### config.mk
export PLATFORM = sky130hd
export DESIGN_NAME = bus_interface_unit
export DESIGN_NICKNAME = d
export VERILOG_FILES = /design/src/bus_interface_unit.v
export VERILOG_INCLUDE_DIRS = /design/src
export SDC_FILE = /design/constraint.sdc
export NUM_CORES = 1
export LEC_CHECK = 0
export BUFFER_PORTS_ARGS = -buffer_cell sky130_fd_sc_hd__buf_2
export CORE_MARGIN = 3
export CORE_UTILIZATION = 40
export DETAILED_ROUTE_END_ITERATION = 8
export HOLD_SLACK_MARGIN = 0.12
export PLACE_DENSITY = 0.56
export RECOVER_POWER = 25
export REMOVE_ABC_BUFFERS = 1
export SYNTH_ARGS = -nofsm -noshare
export SYNTH_HDL_FRONTEND = slang
export SYNTH_SLANG_ARGS = --single-unit
### constraint.sdc
create_clock -name clock_i -period 4.8 [get_ports clock_i]
set_clock_uncertainty 0.1 [all_clocks]
set_input_delay 0.96 -clock clock_i [delete_from_list [all_inputs] [get_ports clock_i]]
set_output_delay 0.96 -clock clock_i [all_outputs]
set_load 0.05 [all_outputs]
### src/biu_defs.vh
/*
  constants for the bus interface unit: status codes, segment codes,
  address layout and timing.
  assumes a single 40 MHz clock and an apb master for the request registers.
*/
// Operation
// RQ1 - present a 20-bit byte address, one megabyte linear space
// RQ2 - segments span 64K bytes and start on 16-byte boundaries
// RQ3 - physical address is segment base times sixteen plus offset, 20 bits
// RQ4 - instruction prefetch always uses the code segment base
// RQ5 - stack pushes, pops and base-pointer references use the stack segment
// RQ6 - string destinations use extra segment; explicit overrides are honoured
// RQ7 - words at any address; low byte lower address, high byte next
// RQ8 - each word operand becomes two successive byte bus cycles
// RQ9 - after reset fetching starts at the fixed location near memory top
// RQ10 - lowest 1 KB holds 256 four-byte vectors of offset and segment
// RQ11 - strap selects minimum mode (own controls) or maximum mode (status)
// RQ12 - minimum mode drives transceiver enable, direction and address strobe
// RQ13 - maximum mode gives three-bit cycle status for an external controller
// RQ14 - low byte muxed address/data, top nibble muxed status, middle held
// RQ15 - cycles last four clocks: address, turnaround, then data twice
// RQ16 - not ready inserts one-clock wait states between third and fourth
// RQ17 - idle states between cycles carry no bus activity
// RQ18 - address strobe pulses in the first state of every cycle
// RQ19 - cycle status 000..111: inta, io rd, io wr, halt, fetch, rd, wr, passive
// RQ20 - upper status bits ride top address lines from second to fourth state
// RQ21 - segment status 00 extra, 01 stack, 10 code or none, 11 data
// RQ22 - fifth status bit mirrors interrupt enable, sixth always zero
// RQ23 - io cycles put a 16-bit port on low lines, top nibble zero
`ifndef BIU_DEFS_VH
`define BIU_DEFS_VH

`define ST_INTA 3'h0
`define ST_IORD 3'h1
`define ST_IOWR 3'h2
`define ST_HALT 3'h3
`define ST_FETCH 3'h4
`define ST_MEMRD 3'h5
`define ST_MEMWR 3'h6
`define ST_PASSIVE 3'h7

`define SEG_EXTRA 2'h0
`define SEG_STACK 2'h1
`define SEG_CODE 2'h2
`define SEG_DATA 2'h3

`define REF_FETCH 3'h0
`define REF_STACK 3'h1
`define REF_DATA 3'h2
`define REF_STRDST 3'h3
`define REF_BPBASE 3'h4
`define REF_IO 3'h5
`define REF_VECTOR 3'h6

`define RESET_CODE_SEG 16'hFFFF
`define RESET_OFFSET 16'h0000
`define VECTOR_SHIFT 2
`define VECTOR_SEG 16'h0000
`define SEG_SHIFT 4
`define NIBBLE_ZERO 4'h0
`define APB_PERIOD_NS 25

`define A_CTRL 12'h000
`define A_CODESEG 12'h004
`define A_DATASEG 12'h008
`define A_STACKSEG 12'h00C
`define A_EXTRASEG 12'h010
`define A_OFFSET 12'h014
`define A_WDATA 12'h018
`define A_CMD 12'h01C
`define A_STATUS 12'h020
`define A_RDATA 12'h024
`define A_ADDR 12'h028

`define C_MINMODE_BIT 0
`define C_IE_BIT 1
`define C_OVR_EN_BIT 2
`define C_OVR_LSB 3
`define C_OVR_MSB 4
`define CMD_REF_LSB 0
`define CMD_REF_MSB 2
`define CMD_WR_BIT 3
`define CMD_WORD_BIT 4
`define CMD_HALT_BIT 5
`define CMD_INTA_BIT 6

`endif

### src/bus_interface_unit.v
/*
  bus interface unit: forms 20-bit physical addresses, splits words into
  byte cycles and runs t1..t4 multiplexed cycles with waits and idles.
  assumes an apb master issuing requests, and a strap and ready that come
  from pins; the strap passes three flip-flops and ready two before use.
*/
// The APB slave port and the register addresses were left to the implementer.
`timescale 1ns/100ps
`include "biu_defs.vh"

module bus_interface_unit (
  input wire clock_i,
  input wire rst_n_i,
  input wire psel_i,
  input wire penable_i,
  input wire pwrite_i,
  input wire [11:0] paddr_i,
  input wire [31:0] pwdata_i,
  output wire [31:0] prdata_o,
  output wire pready_o,
  output wire pslverr_o,
  input wire config_mode_strap_i,
  input wire ready_i,
  input wire [7:0] muxed_addr_data_low_i,
  output wire [7:0] muxed_addr_data_low_o,
  output wire muxed_addr_data_low_oe_o,
  output wire [7:0] addr_middle_byte_o,
  output wire [3:0] addr_top_nibble_status_o,
  output wire addr_strobe_o,
  output wire transceiver_enable_n_o,
  output wire transmit_receive_dir_o,
  output wire io_not_mem_o,
  output wire cycle_status_bit0_o,
  output wire cycle_status_bit1_o,
  output wire cycle_status_bit2_o
);

  localparam [5:0] S_IDLE = 6'h01;
  localparam [5:0] S_T1 = 6'h02;
  localparam [5:0] S_T2 = 6'h04;
  localparam [5:0] S_T3 = 6'h08;
  localparam [5:0] S_TW = 6'h10;
  localparam [5:0] S_T4 = 6'h20;

  reg [1:0] strap_sync_r;
  reg [1:0] ready_sync_r;
  reg [15:0] code_seg_r;
  reg [15:0] data_seg_r;
  reg [15:0] stack_seg_r;
  reg [15:0] extra_seg_r;
  reg [15:0] offset_r;
  reg [15:0] wdata_r;
  reg [15:0] rdata_r;
  reg min_mode_r;
  reg int_enable_r;
  reg ovr_en_r;
  reg [1:0] ovr_seg_r;
  reg [2:0] ref_r;
  reg wr_r;
  reg word_r;
  reg halt_r;
  reg inta_r;
  reg busy_r;
  reg second_r;
  reg [5:0] state_r;
  reg [5:0] state_nxt;
  reg [19:0] addr_r;
  reg [2:0] status_r;
  reg [1:0] segsel_r;
  reg [7:0] ad_out_r;
  reg ad_oe_r;
  reg [7:0] mid_r;
  reg [3:0] top_r;
  reg strobe_r;
  reg den_n_r;
  reg dtr_r;
  reg io_r;
  reg [2:0] cstat_r;
  reg [1:0] seg_sel;
  reg [15:0] base_sel;
  reg [19:0] phys_addr;
  reg [2:0] cyc_code;
  reg [31:0] rd_mux;
  wire setup_wr;
  wire [15:0] cur_off;
  wire is_io;
  wire ready_s;
  wire byte_sel;

  assign ready_s = ready_sync_r[1];
  assign setup_wr = psel_i & penable_i & pwrite_i;
  assign pready_o = 1'b1;
  assign pslverr_o = 1'b0;
  // the second byte's address is latched at the t4 edge, the same edge at which second_r rises
  assign byte_sel = second_r | (state_r == S_T4);
  assign cur_off = offset_r + {15'h0000, byte_sel}; // [RQ7]
  assign is_io = (ref_r == `REF_IO);

  always @* begin
    seg_sel = `SEG_DATA;
    case (ref_r)
      `REF_FETCH: seg_sel = `SEG_CODE; // [RQ4]
      `REF_STACK: seg_sel = `SEG_STACK; // [RQ5]
      `REF_BPBASE: seg_sel = `SEG_STACK; // [RQ5]
      `REF_STRDST: seg_sel = `SEG_EXTRA; // [RQ6]
      `REF_IO: seg_sel = `SEG_CODE;
      `REF_VECTOR: seg_sel = `SEG_CODE;
      default: seg_sel = `SEG_DATA;
    endcase
    // fetches, pushes, pops, string destinations, io and vectors ignore the prefix; others follow it
    if (ovr_en_r && ref_r != `REF_FETCH && ref_r != `REF_STRDST && ref_r != `REF_STACK &&
        ref_r != `REF_IO && ref_r != `REF_VECTOR) begin
      seg_sel = ovr_seg_r; // [RQ6]
    end
    case (seg_sel)
      `SEG_EXTRA: base_sel = extra_seg_r;
      `SEG_STACK: base_sel = stack_seg_r;
      `SEG_CODE: base_sel = code_seg_r;
      default: base_sel = data_seg_r;
    endcase
    if (ref_r == `REF_VECTOR) begin
      // vectors live in the low 1 KB: type times four, segment zero
      phys_addr = {`VECTOR_SEG, 4'h0} +
                  {10'h000, offset_r[7:0], 2'h0} + {19'h00000, byte_sel}; // [RQ10]
    end else if (is_io) begin
      phys_addr = {`NIBBLE_ZERO, cur_off}; // [RQ23]
    end else begin
      // segment on a 16-byte boundary, offset reach 64K, wraps at 1 MB
      phys_addr = {base_sel, 4'h0} + {4'h0, cur_off}; // [RQ1] [RQ2] [RQ3]
    end
    if (halt_r) begin
      cyc_code = `ST_HALT;
    end else if (inta_r) begin
      cyc_code = `ST_INTA;
    end else if (is_io) begin
      cyc_code = wr_r ? `ST_IOWR : `ST_IORD;
    end else if (ref_r == `REF_FETCH) begin
      cyc_code = `ST_FETCH;
    end else begin
      cyc_code = wr_r ? `ST_MEMWR : `ST_MEMRD;
    end
  end

  always @* begin
    state_nxt = state_r;
    case (state_r)
      S_IDLE: if (busy_r) state_nxt = S_T1; // [RQ17]
      S_T1: state_nxt = S_T2;
      S_T2: state_nxt = S_T3;
      S_T3: state_nxt = ready_s ? S_T4 : S_TW; // [RQ16]
      S_TW: state_nxt = ready_s ? S_T4 : S_TW; // [RQ16]
      S_T4: state_nxt = (word_r && !second_r) ? S_T1 : S_IDLE; // [RQ8]
      default: state_nxt = S_IDLE;
    endcase
  end

  always @(posedge clock_i or negedge rst_n_i) begin
    if (!rst_n_i) begin
      strap_sync_r <= 2'h0;
      ready_sync_r <= 2'h0;
    end else begin
      strap_sync_r <= {strap_sync_r[0], config_mode_strap_i};
      ready_sync_r <= {ready_sync_r[0], ready_i};
    end
  end

  // register file and request handshake
  always @(posedge clock_i or negedge rst_n_i) begin
    if (!rst_n_i) begin
      code_seg_r <= `RESET_CODE_SEG; // [RQ9]
      data_seg_r <= 16'h0000;
      stack_seg_r <= 16'h0000;
      extra_seg_r <= 16'h0000;
      offset_r <= `RESET_OFFSET; // [RQ9]
      wdata_r <= 16'h0000;
      rdata_r <= 16'h0000;
      int_enable_r <= 1'b0;
      ovr_en_r <= 1'b0;
      ovr_seg_r <= 2'h0;
      ref_r <= `REF_FETCH;
      wr_r <= 1'b0;
      word_r <= 1'b0;
      halt_r <= 1'b0;
      inta_r <= 1'b0;
      busy_r <= 1'b0;
      second_r <= 1'b0;
      min_mode_r <= 1'b0;
    end else begin
      min_mode_r <= strap_sync_r[1]; // [RQ11]
      if (setup_wr && !busy_r) begin
        case (paddr_i)
          `A_CTRL: begin
            int_enable_r <= pwdata_i[`C_IE_BIT];
            ovr_en_r <= pwdata_i[`C_OVR_EN_BIT];
            ovr_seg_r <= pwdata_i[`C_OVR_MSB:`C_OVR_LSB];
          end
          `A_CODESEG: code_seg_r <= pwdata_i[15:0];
          `A_DATASEG: data_seg_r <= pwdata_i[15:0];
          `A_STACKSEG: stack_seg_r <= pwdata_i[15:0];
          `A_EXTRASEG: extra_seg_r <= pwdata_i[15:0];
          `A_OFFSET: offset_r <= pwdata_i[15:0];
          `A_WDATA: wdata_r <= pwdata_i[15:0];
          `A_CMD: begin
            ref_r <= pwdata_i[`CMD_REF_MSB:`CMD_REF_LSB];
            wr_r <= pwdata_i[`CMD_WR_BIT];
            word_r <= pwdata_i[`CMD_WORD_BIT];
            halt_r <= pwdata_i[`CMD_HALT_BIT];
            inta_r <= pwdata_i[`CMD_INTA_BIT];
            busy_r <= 1'b1;
            second_r <= 1'b0;
          end
          default: ;
        endcase
      end
      if (state_r == S_T4) begin
        if (!wr_r) begin
          // low byte first, high byte on the second cycle
          if (second_r) rdata_r[15:8] <= muxed_addr_data_low_i; // [RQ7]
          else rdata_r[7:0] <= muxed_addr_data_low_i; // [RQ7]
        end
        if (word_r && !second_r) begin
          second_r <= 1'b1; // [RQ8]
        end else begin
          busy_r <= 1'b0;
        end
      end
    end
  end

  // pin drivers, all from flip-flops
  always @(posedge clock_i or negedge rst_n_i) begin
    if (!rst_n_i) begin
      state_r <= S_IDLE;
      addr_r <= 20'h00000;
      status_r <= `ST_PASSIVE;
      segsel_r <= `SEG_CODE;
      ad_out_r <= 8'h00;
      ad_oe_r <= 1'b0;
      mid_r <= 8'h00;
      top_r <= 4'h0;
      strobe_r <= 1'b0;
      den_n_r <= 1'b1;
      dtr_r <= 1'b0;
      io_r <= 1'b0;
      cstat_r <= `ST_PASSIVE;
    end else begin
      state_r <= state_nxt;
      strobe_r <= 1'b0;
      ad_oe_r <= 1'b0;
      den_n_r <= 1'b1;
      cstat_r <= `ST_PASSIVE;
      case (state_nxt)
        S_T1: begin
          addr_r <= phys_addr;
          status_r <= cyc_code;
          segsel_r <= (is_io || ref_r == `REF_VECTOR) ? `SEG_CODE : seg_sel; // [RQ21]
          strobe_r <= min_mode_r; // [RQ18] [RQ12]
          ad_out_r <= phys_addr[7:0]; // [RQ14]
          ad_oe_r <= 1'b1;
          mid_r <= phys_addr[15:8]; // [RQ14]
          top_r <= phys_addr[19:16];
          dtr_r <= wr_r; // [RQ12]
          io_r <= is_io;
          cstat_r <= cyc_code; // [RQ13] [RQ19]
        end
        S_T2, S_T3, S_TW, S_T4: begin
          // status replaces the top nibble: s6 zero, s5 ie, s4..s3 segment
          top_r <= {1'b0, int_enable_r, segsel_r}; // [RQ20] [RQ22]
          ad_out_r <= second_r ? wdata_r[15:8] : wdata_r[7:0];
          ad_oe_r <= wr_r; // [RQ15]
          den_n_r <= !min_mode_r; // [RQ12]
          // status goes passive during t3 so the controller sees the end
          cstat_r <= (state_nxt == S_T2) ? status_r : `ST_PASSIVE; // [RQ13]
        end
        default: ;
      endcase
    end
  end

  always @* begin
    rd_mux = 32'h00000000;
    case (paddr_i)
      `A_CTRL: rd_mux = {27'h0000000, ovr_seg_r, ovr_en_r, int_enable_r, min_mode_r};
      `A_CODESEG: rd_mux = {16'h0000, code_seg_r};
      `A_DATASEG: rd_mux = {16'h0000, data_seg_r};
      `A_STACKSEG: rd_mux = {16'h0000, stack_seg_r};
      `A_EXTRASEG: rd_mux = {16'h0000, extra_seg_r};
      `A_OFFSET: rd_mux = {16'h0000, offset_r};
      `A_WDATA: rd_mux = {16'h0000, wdata_r};
      `A_STATUS: rd_mux = {24'h000000, state_r, second_r, busy_r};
      `A_RDATA: rd_mux = {16'h0000, rdata_r};
      `A_ADDR: rd_mux = {12'h000, addr_r};
      default: rd_mux = 32'h00000000;
    endcase
  end

  assign prdata_o = rd_mux;
  assign muxed_addr_data_low_o = ad_out_r;
  assign muxed_addr_data_low_oe_o = ad_oe_r;
  assign addr_middle_byte_o = mid_r;
  assign addr_top_nibble_status_o = top_r;
  assign addr_strobe_o = strobe_r;
  assign transceiver_enable_n_o = den_n_r;
  assign transmit_receive_dir_o = dtr_r;
  assign io_not_mem_o = io_r;
  // maximum mode only; minimum mode shows passive
  assign cycle_status_bit0_o = min_mode_r ? 1'b1 : cstat_r[0];
  assign cycle_status_bit1_o = min_mode_r ? 1'b1 : cstat_r[1];
  assign cycle_status_bit2_o = min_mode_r ? 1'b1 : cstat_r[2];

endmodule // bus_interface_unit

; Yosys cells after proc, flatten, opt, wreduce, memory -nomap -nowiden
; Index checks and enable logic that the tools add are counted.
[op_classes]
addsub = 3
eq_ne = 32
muxes = 36
n_bitwise = 5
n_reduce_logical = 30
[op_table]
columns = operator, n
row1 = $pmux 20 s10, 1
row2 = $eq 12x5->1 const B, 4
row3 = $pmux 16 s3, 1
row4 = $mux 20, 2
row5 = $eq 12x6->1 const B, 3
row6 = $pmux 6 s5, 1
row7 = $eq 12x4->1 const B, 2
row8 = $add 20x16->20, 1
row9 = $add 16x1->16, 1
row10 = $pmux 8 s2, 1
row11 = $reduce_and 2->1, 8
row12 = $mux 1, 13
row13 = $eq 12x3->1 const B, 1
row14 = $eq 6x2->1 const B, 2
row15 = $eq 6x3->1 const B, 2
row16 = $eq 6x4->1 const B, 2
row17 = $eq 6x5->1 const B, 2
row18 = $eq 6x6->1 const B, 2
row19 = $logic_not 12->1, 1
row20 = $mux 2, 6
row21 = $mux 3, 4
row22 = $mux 6, 2
row23 = $add 10x1->11, 1
row24 = $eq 3x3->1 const B, 3
row25 = other kinds (27), 40
[totals]
ff_bits = 189

; Logic depth before layout (Yosys ltp)
[logic_depth]
depth_word = 13
ltp_mapped = 19
ltp_nobuf = 17

; Worst setup path after synthesis
; No wires, ideal clock.
[synth_path]
path_kind = reg2reg
start = reg state_r[1]
end = reg top_r[0] (netlist: addr_top_nibble_status_o[0])
setup_ns = 0.126
t_arrival_ns = 3.710
required_ns = 4.574
setup_slack_ns = 0.864
path_stages_with_launch = 19
n_path_buf = 1
path_cell_list = dfrtp_1 -> or2_1 -> nand4bb_1 -> buf_2 -> nand2_1 -> ha_1 -> ha_1 -> nand3_1 -> xnor2_1 -> ha_1 -> fa_1 -> a211oi_1 -> o21ai_0 -> a21o_1 -> o31a_1 -> nor2_1 -> xnor2_1 -> nor2_1 -> a221o_1
[synth_between]
elab_chain_cells = 7
word_cells_on_any_way = 22
classes_between = 2 x add/sub / 11 x eq/ne / 5 x mux / 1 x bitwise / 3 x reduce/logical
[synth_lines]
columns = element, line_no
row1 = "start, declared", bus_interface_unit.v:65  ; reg [5:0] state_r;
row2 = "start signal, assigned", bus_interface_unit.v:247  ; state_r <= state_nxt;
row3 = $eq 6x6->1, "bus_interface_unit.v:95, bus_interface_unit.v:146"
row4 = $or 1x1->1, bus_interface_unit.v:95  ; assign byte_sel = second_r | (state_r == S_T4);
row5 = $add 16x1->16, bus_interface_unit.v:96  ; assign cur_off = offset_r + {15'h0000, byte_sel};
row6 = $add 20x16->20, bus_interface_unit.v:129  ; phys_addr = {base_sel, 4'h0} + {4'h0, cur_off};
row7 = $mux 20, bus_interface_unit.v:125  ; end else if (is_io) begin
row8 = $mux 20, bus_interface_unit.v:121  ; if (ref_r == `REF_VECTOR) begin
row9 = $pmux 4 s2, bus_interface_unit.v:252  ; case (state_nxt)
row10 = "end signal, assigned", bus_interface_unit.v:261  ; top_r <= phys_addr[19:16];
row11 = "end signal, assigned", bus_interface_unit.v:268  ; top_r <= {1'b0, int_enable_r, segsel_r};
row12 = "end, declared", bus_interface_unit.v:73  ; reg [3:0] top_r;
; Parallel ways exist; a longest one is shown, timed or not.
; A chain may end at the register's enable or synchronous reset.

; Worst setup path after layout
; Ends and elaborated chain as after synthesis.

==> run metrics <==
status finished, violations left; violations in the final reports max-capacitance violations, max-slew violations; Max-Cap Viols 1; Top Usage Layer GRT met2; synth top area cells dfrtp_1 40%, mux2_2 15%, dfstp_2 6.8%, mux2i_1 3.0%, a22oi_1 2.7%; main combinational cell family by area after synthesis multiplexers; Cells after Synth 869; Buffers on Ports 90; CP most frequent cell ha_1; die extent in x 162 um; CP bufs+invs 0; worst min path class flip-flop to flip-flop; worst r2r src state_r[1]; clock slew at the register clock pins of the worst setup and hold paths 70 ps; Final Wtd Congestion 0.907; Synth cell types 69; WP data arrival 4700 ps; Int Pwr 2.68 mW; Detailed Route WL 30,000 um; first-pass GRT wire length 45,700 um; hold buffers post-CTS 0; most common cell after layout, fill and taps aside dfrtp_1; asr flop ratio synth 100%; die footprint 26,200 sq um; VDD IR max 0.239 mV; area share of fa/ha/maj cells after synthesis 2.01%; Setup crit end kind flip-flop; Die Ht 162 um; Nets 1,035; YS warnings 0; Critical Path Start state_r[1]; crit-path max cell delay 440 ps; R2R Setup Slk 330 ps; Global Route met1 Usage 32.1%; initial antenna violation count 0; fin crit period 4470 ps; register area share after synthesis 47.0%; core box area 23,700 sq um; Max stage delay cell, worst path fa_1; total number of H-tree levels 4; share of cells above drive strength 1 34.7%; Simple-Gate Fraction of Synth Area 11.7%; Hold WS 244 ps; setup TNS 0 ps; CTS Buffer Depth 2; routing usage on met3 4.51%; pwr dens 359 nW/um^2; CP top delay family compound AO/OA/AOI/OAI gates; Peak Freq 0.224 GHz; WP data required 5030 ps; grt ovf 0; clk sinks 181; Initial Util 40.9%; Post-synth EDFFs 0; fin. max-slew vios 109; area delta synth->final 14.6%; crit-path cells or2_0 -> nand4bb_1 -> nand2_1 -> ha_1 -> ha_1 -> nand3_1 -> xnor2_1 -> ha_1 -> fa_1 -> a211oi_1 -> o21ai_0 -> a21o_1 -> o31a_1 -> nor2_1 -> xnor2_1 -> nor2_1 -> a221o_1; #FFs+latches synth 181; Psw 1.31 mW; DR vias 7,464; final hold violation count 0; drt first-iter violations 559; DRC viols 0; part of the power in combinational logic 19.4%; Final ANT Viol Nets 0; post-detail-place hpwl 20,700 um; multiplexer area fraction after synthesis 17.9%; Crit Path Max Fanout 6; Final Setup Violations 0; post-cts resize count 0; root buffer cell clkbuf_16; WL/cell 23.2 um; final worst path period share 93.0%; Sw Ratio 32.8%; FP Rows 56; Num CTS Buffers 17; post-synth top area share 40.3%; hold wc startpoint strap_sync_r[0]; largest net degree at the start of global routing 109; Clock Power Share 36.7%; Max-slew headroom -85.1%; GRT Util Overall 23.3%; most frequent cells in the layout 156 x dfrtp_1, 127 x mux2_2, 89 x buf_2; leak pwr 5.32 nW; post-CTS setup buffers 0; crit path launch type flip-flop; Fillers 2,284; Synth area leader dfrtp_1; Reg power frac 43.9%; Compound-Gate Fraction of Synth Area 14.4%; DRT Pass-1 Iters 5; Vias/cell 5.77; Synth Flop Type dfrtp_1; met2 Use GR 37.5%; Mean Syn Cell Area 11.2 sq um; worst slew pin tran 2780 ps; IO Count 121; kind of critical path flip-flop to flip-flop; XOR/XNOR share of the synthesized area 2.44%; vias in the first global route 7,392; RSZ-0062 raised after global routing no; CTS tree yes; area of the mapped netlist 9700 sq um; Worst-Skew Late Latency 450 ps
## worst reg2reg max path: stages, from the launching register on
cell and delay (ps):
dfrtp_1 430, or2_0 250, nand4bb_1 230, nand2_1 140, ha_1 200, ha_1 200
nand3_1 220, xnor2_1 220, ha_1 250, fa_1 440, a211oi_1 300, o21ai_0 200
a21o_1 220, o31a_1 250, nor2_1 210, xnor2_1 150, nor2_1 80, a221o_1 270
## kinds of logic after synthesis
kind of cell / Yosys count
AOI/OAI and AO/OA: 197
xor gates and xnor gates: 27
adders and majority gates: 15
buffers and inverters: 81
DFF: 181
muxes: 157
other: 2
and+or+nand+nor: 209
## flip-flops by register name (all words and copies together), names as in the netlist, 16 cells and up
register / cells
extra_seg_r: 16
addr_r: 20
code_seg_r: 16
stack_seg_r: 16
data_seg_r: 16
offset_r: 16
wdata_r: 16
rdata_r: 16
## metrics by stage
step           instance area, sq um  setup slack [ps]  power (mW)  utilization [%]  std cells
5_1_grt                       11100              92.9        4.15             46.9       1293
3_3_place_gp                  10500               406        2.55             44.4       1261
4_1_cts                       11100               356        4.02             47.0       1293
3_5_place_dp                  10500               378        2.55             44.4       1261
6_report                      11100               335        3.99             46.9       1294
2_1_floorplan                  9360              -716        2.23                -        814
## metal layers
metal	up-vias	share of wire, %
met5	-	0
met4	0	2.4
met3	50	6.0
met2	255	47
met1	3799	45
li1	3360	-
## final timing paths
check,endpoint,depth (start not counted)
max,addr_top_nibble_status_o[0],17
min,strap_sync_r[1],0
max reg2reg,addr_top_nibble_status_o[0],17
min reg2reg,strap_sync_r[1],0
max in group asynchronous,offset_r[7],1
min in group asynchronous,stack_seg_r[8],1
## power by group through the flow
stage               combinational [mW]  sequential, mW  clock (mW)
floorplan                        0.358            1.88           0
global placement                 0.775            1.78           0
detailed placement               0.777            1.78           0
CTS                              0.782            1.75        1.49
global route                     0.834            1.76        1.55
finish                           0.773            1.75        1.47
## Yosys cell counts, drive strengths merged, types with 18 or more instances
cell	count
dfrtp	156
mux2	128
nand2	58
nor2	44
buf	42
a21oi	36
a22oi	35
o21ai	34
mux2i	29
clkbuf	25
dfstp	25
nand3	25
a221oi	19
xnor2	18
## cell type report
class / instances / area [sq um] / share of cell area, %
multi-input cells: 619 / 4760 / 42.8
flip-flops and latches: 181 / 4560 / 41.0
repair buffers: 128 / 736 / 6.62
clock buffers: 20 / 467 / 4.20
well taps: 319 / 399 / 3.59
clock inverters: 12 / 140 / 1.26
inverters: 14 / 52.6 / 0.473
diodes: 1 / 2.50 / 0.0225
Power figures use the tool's default switching activity.
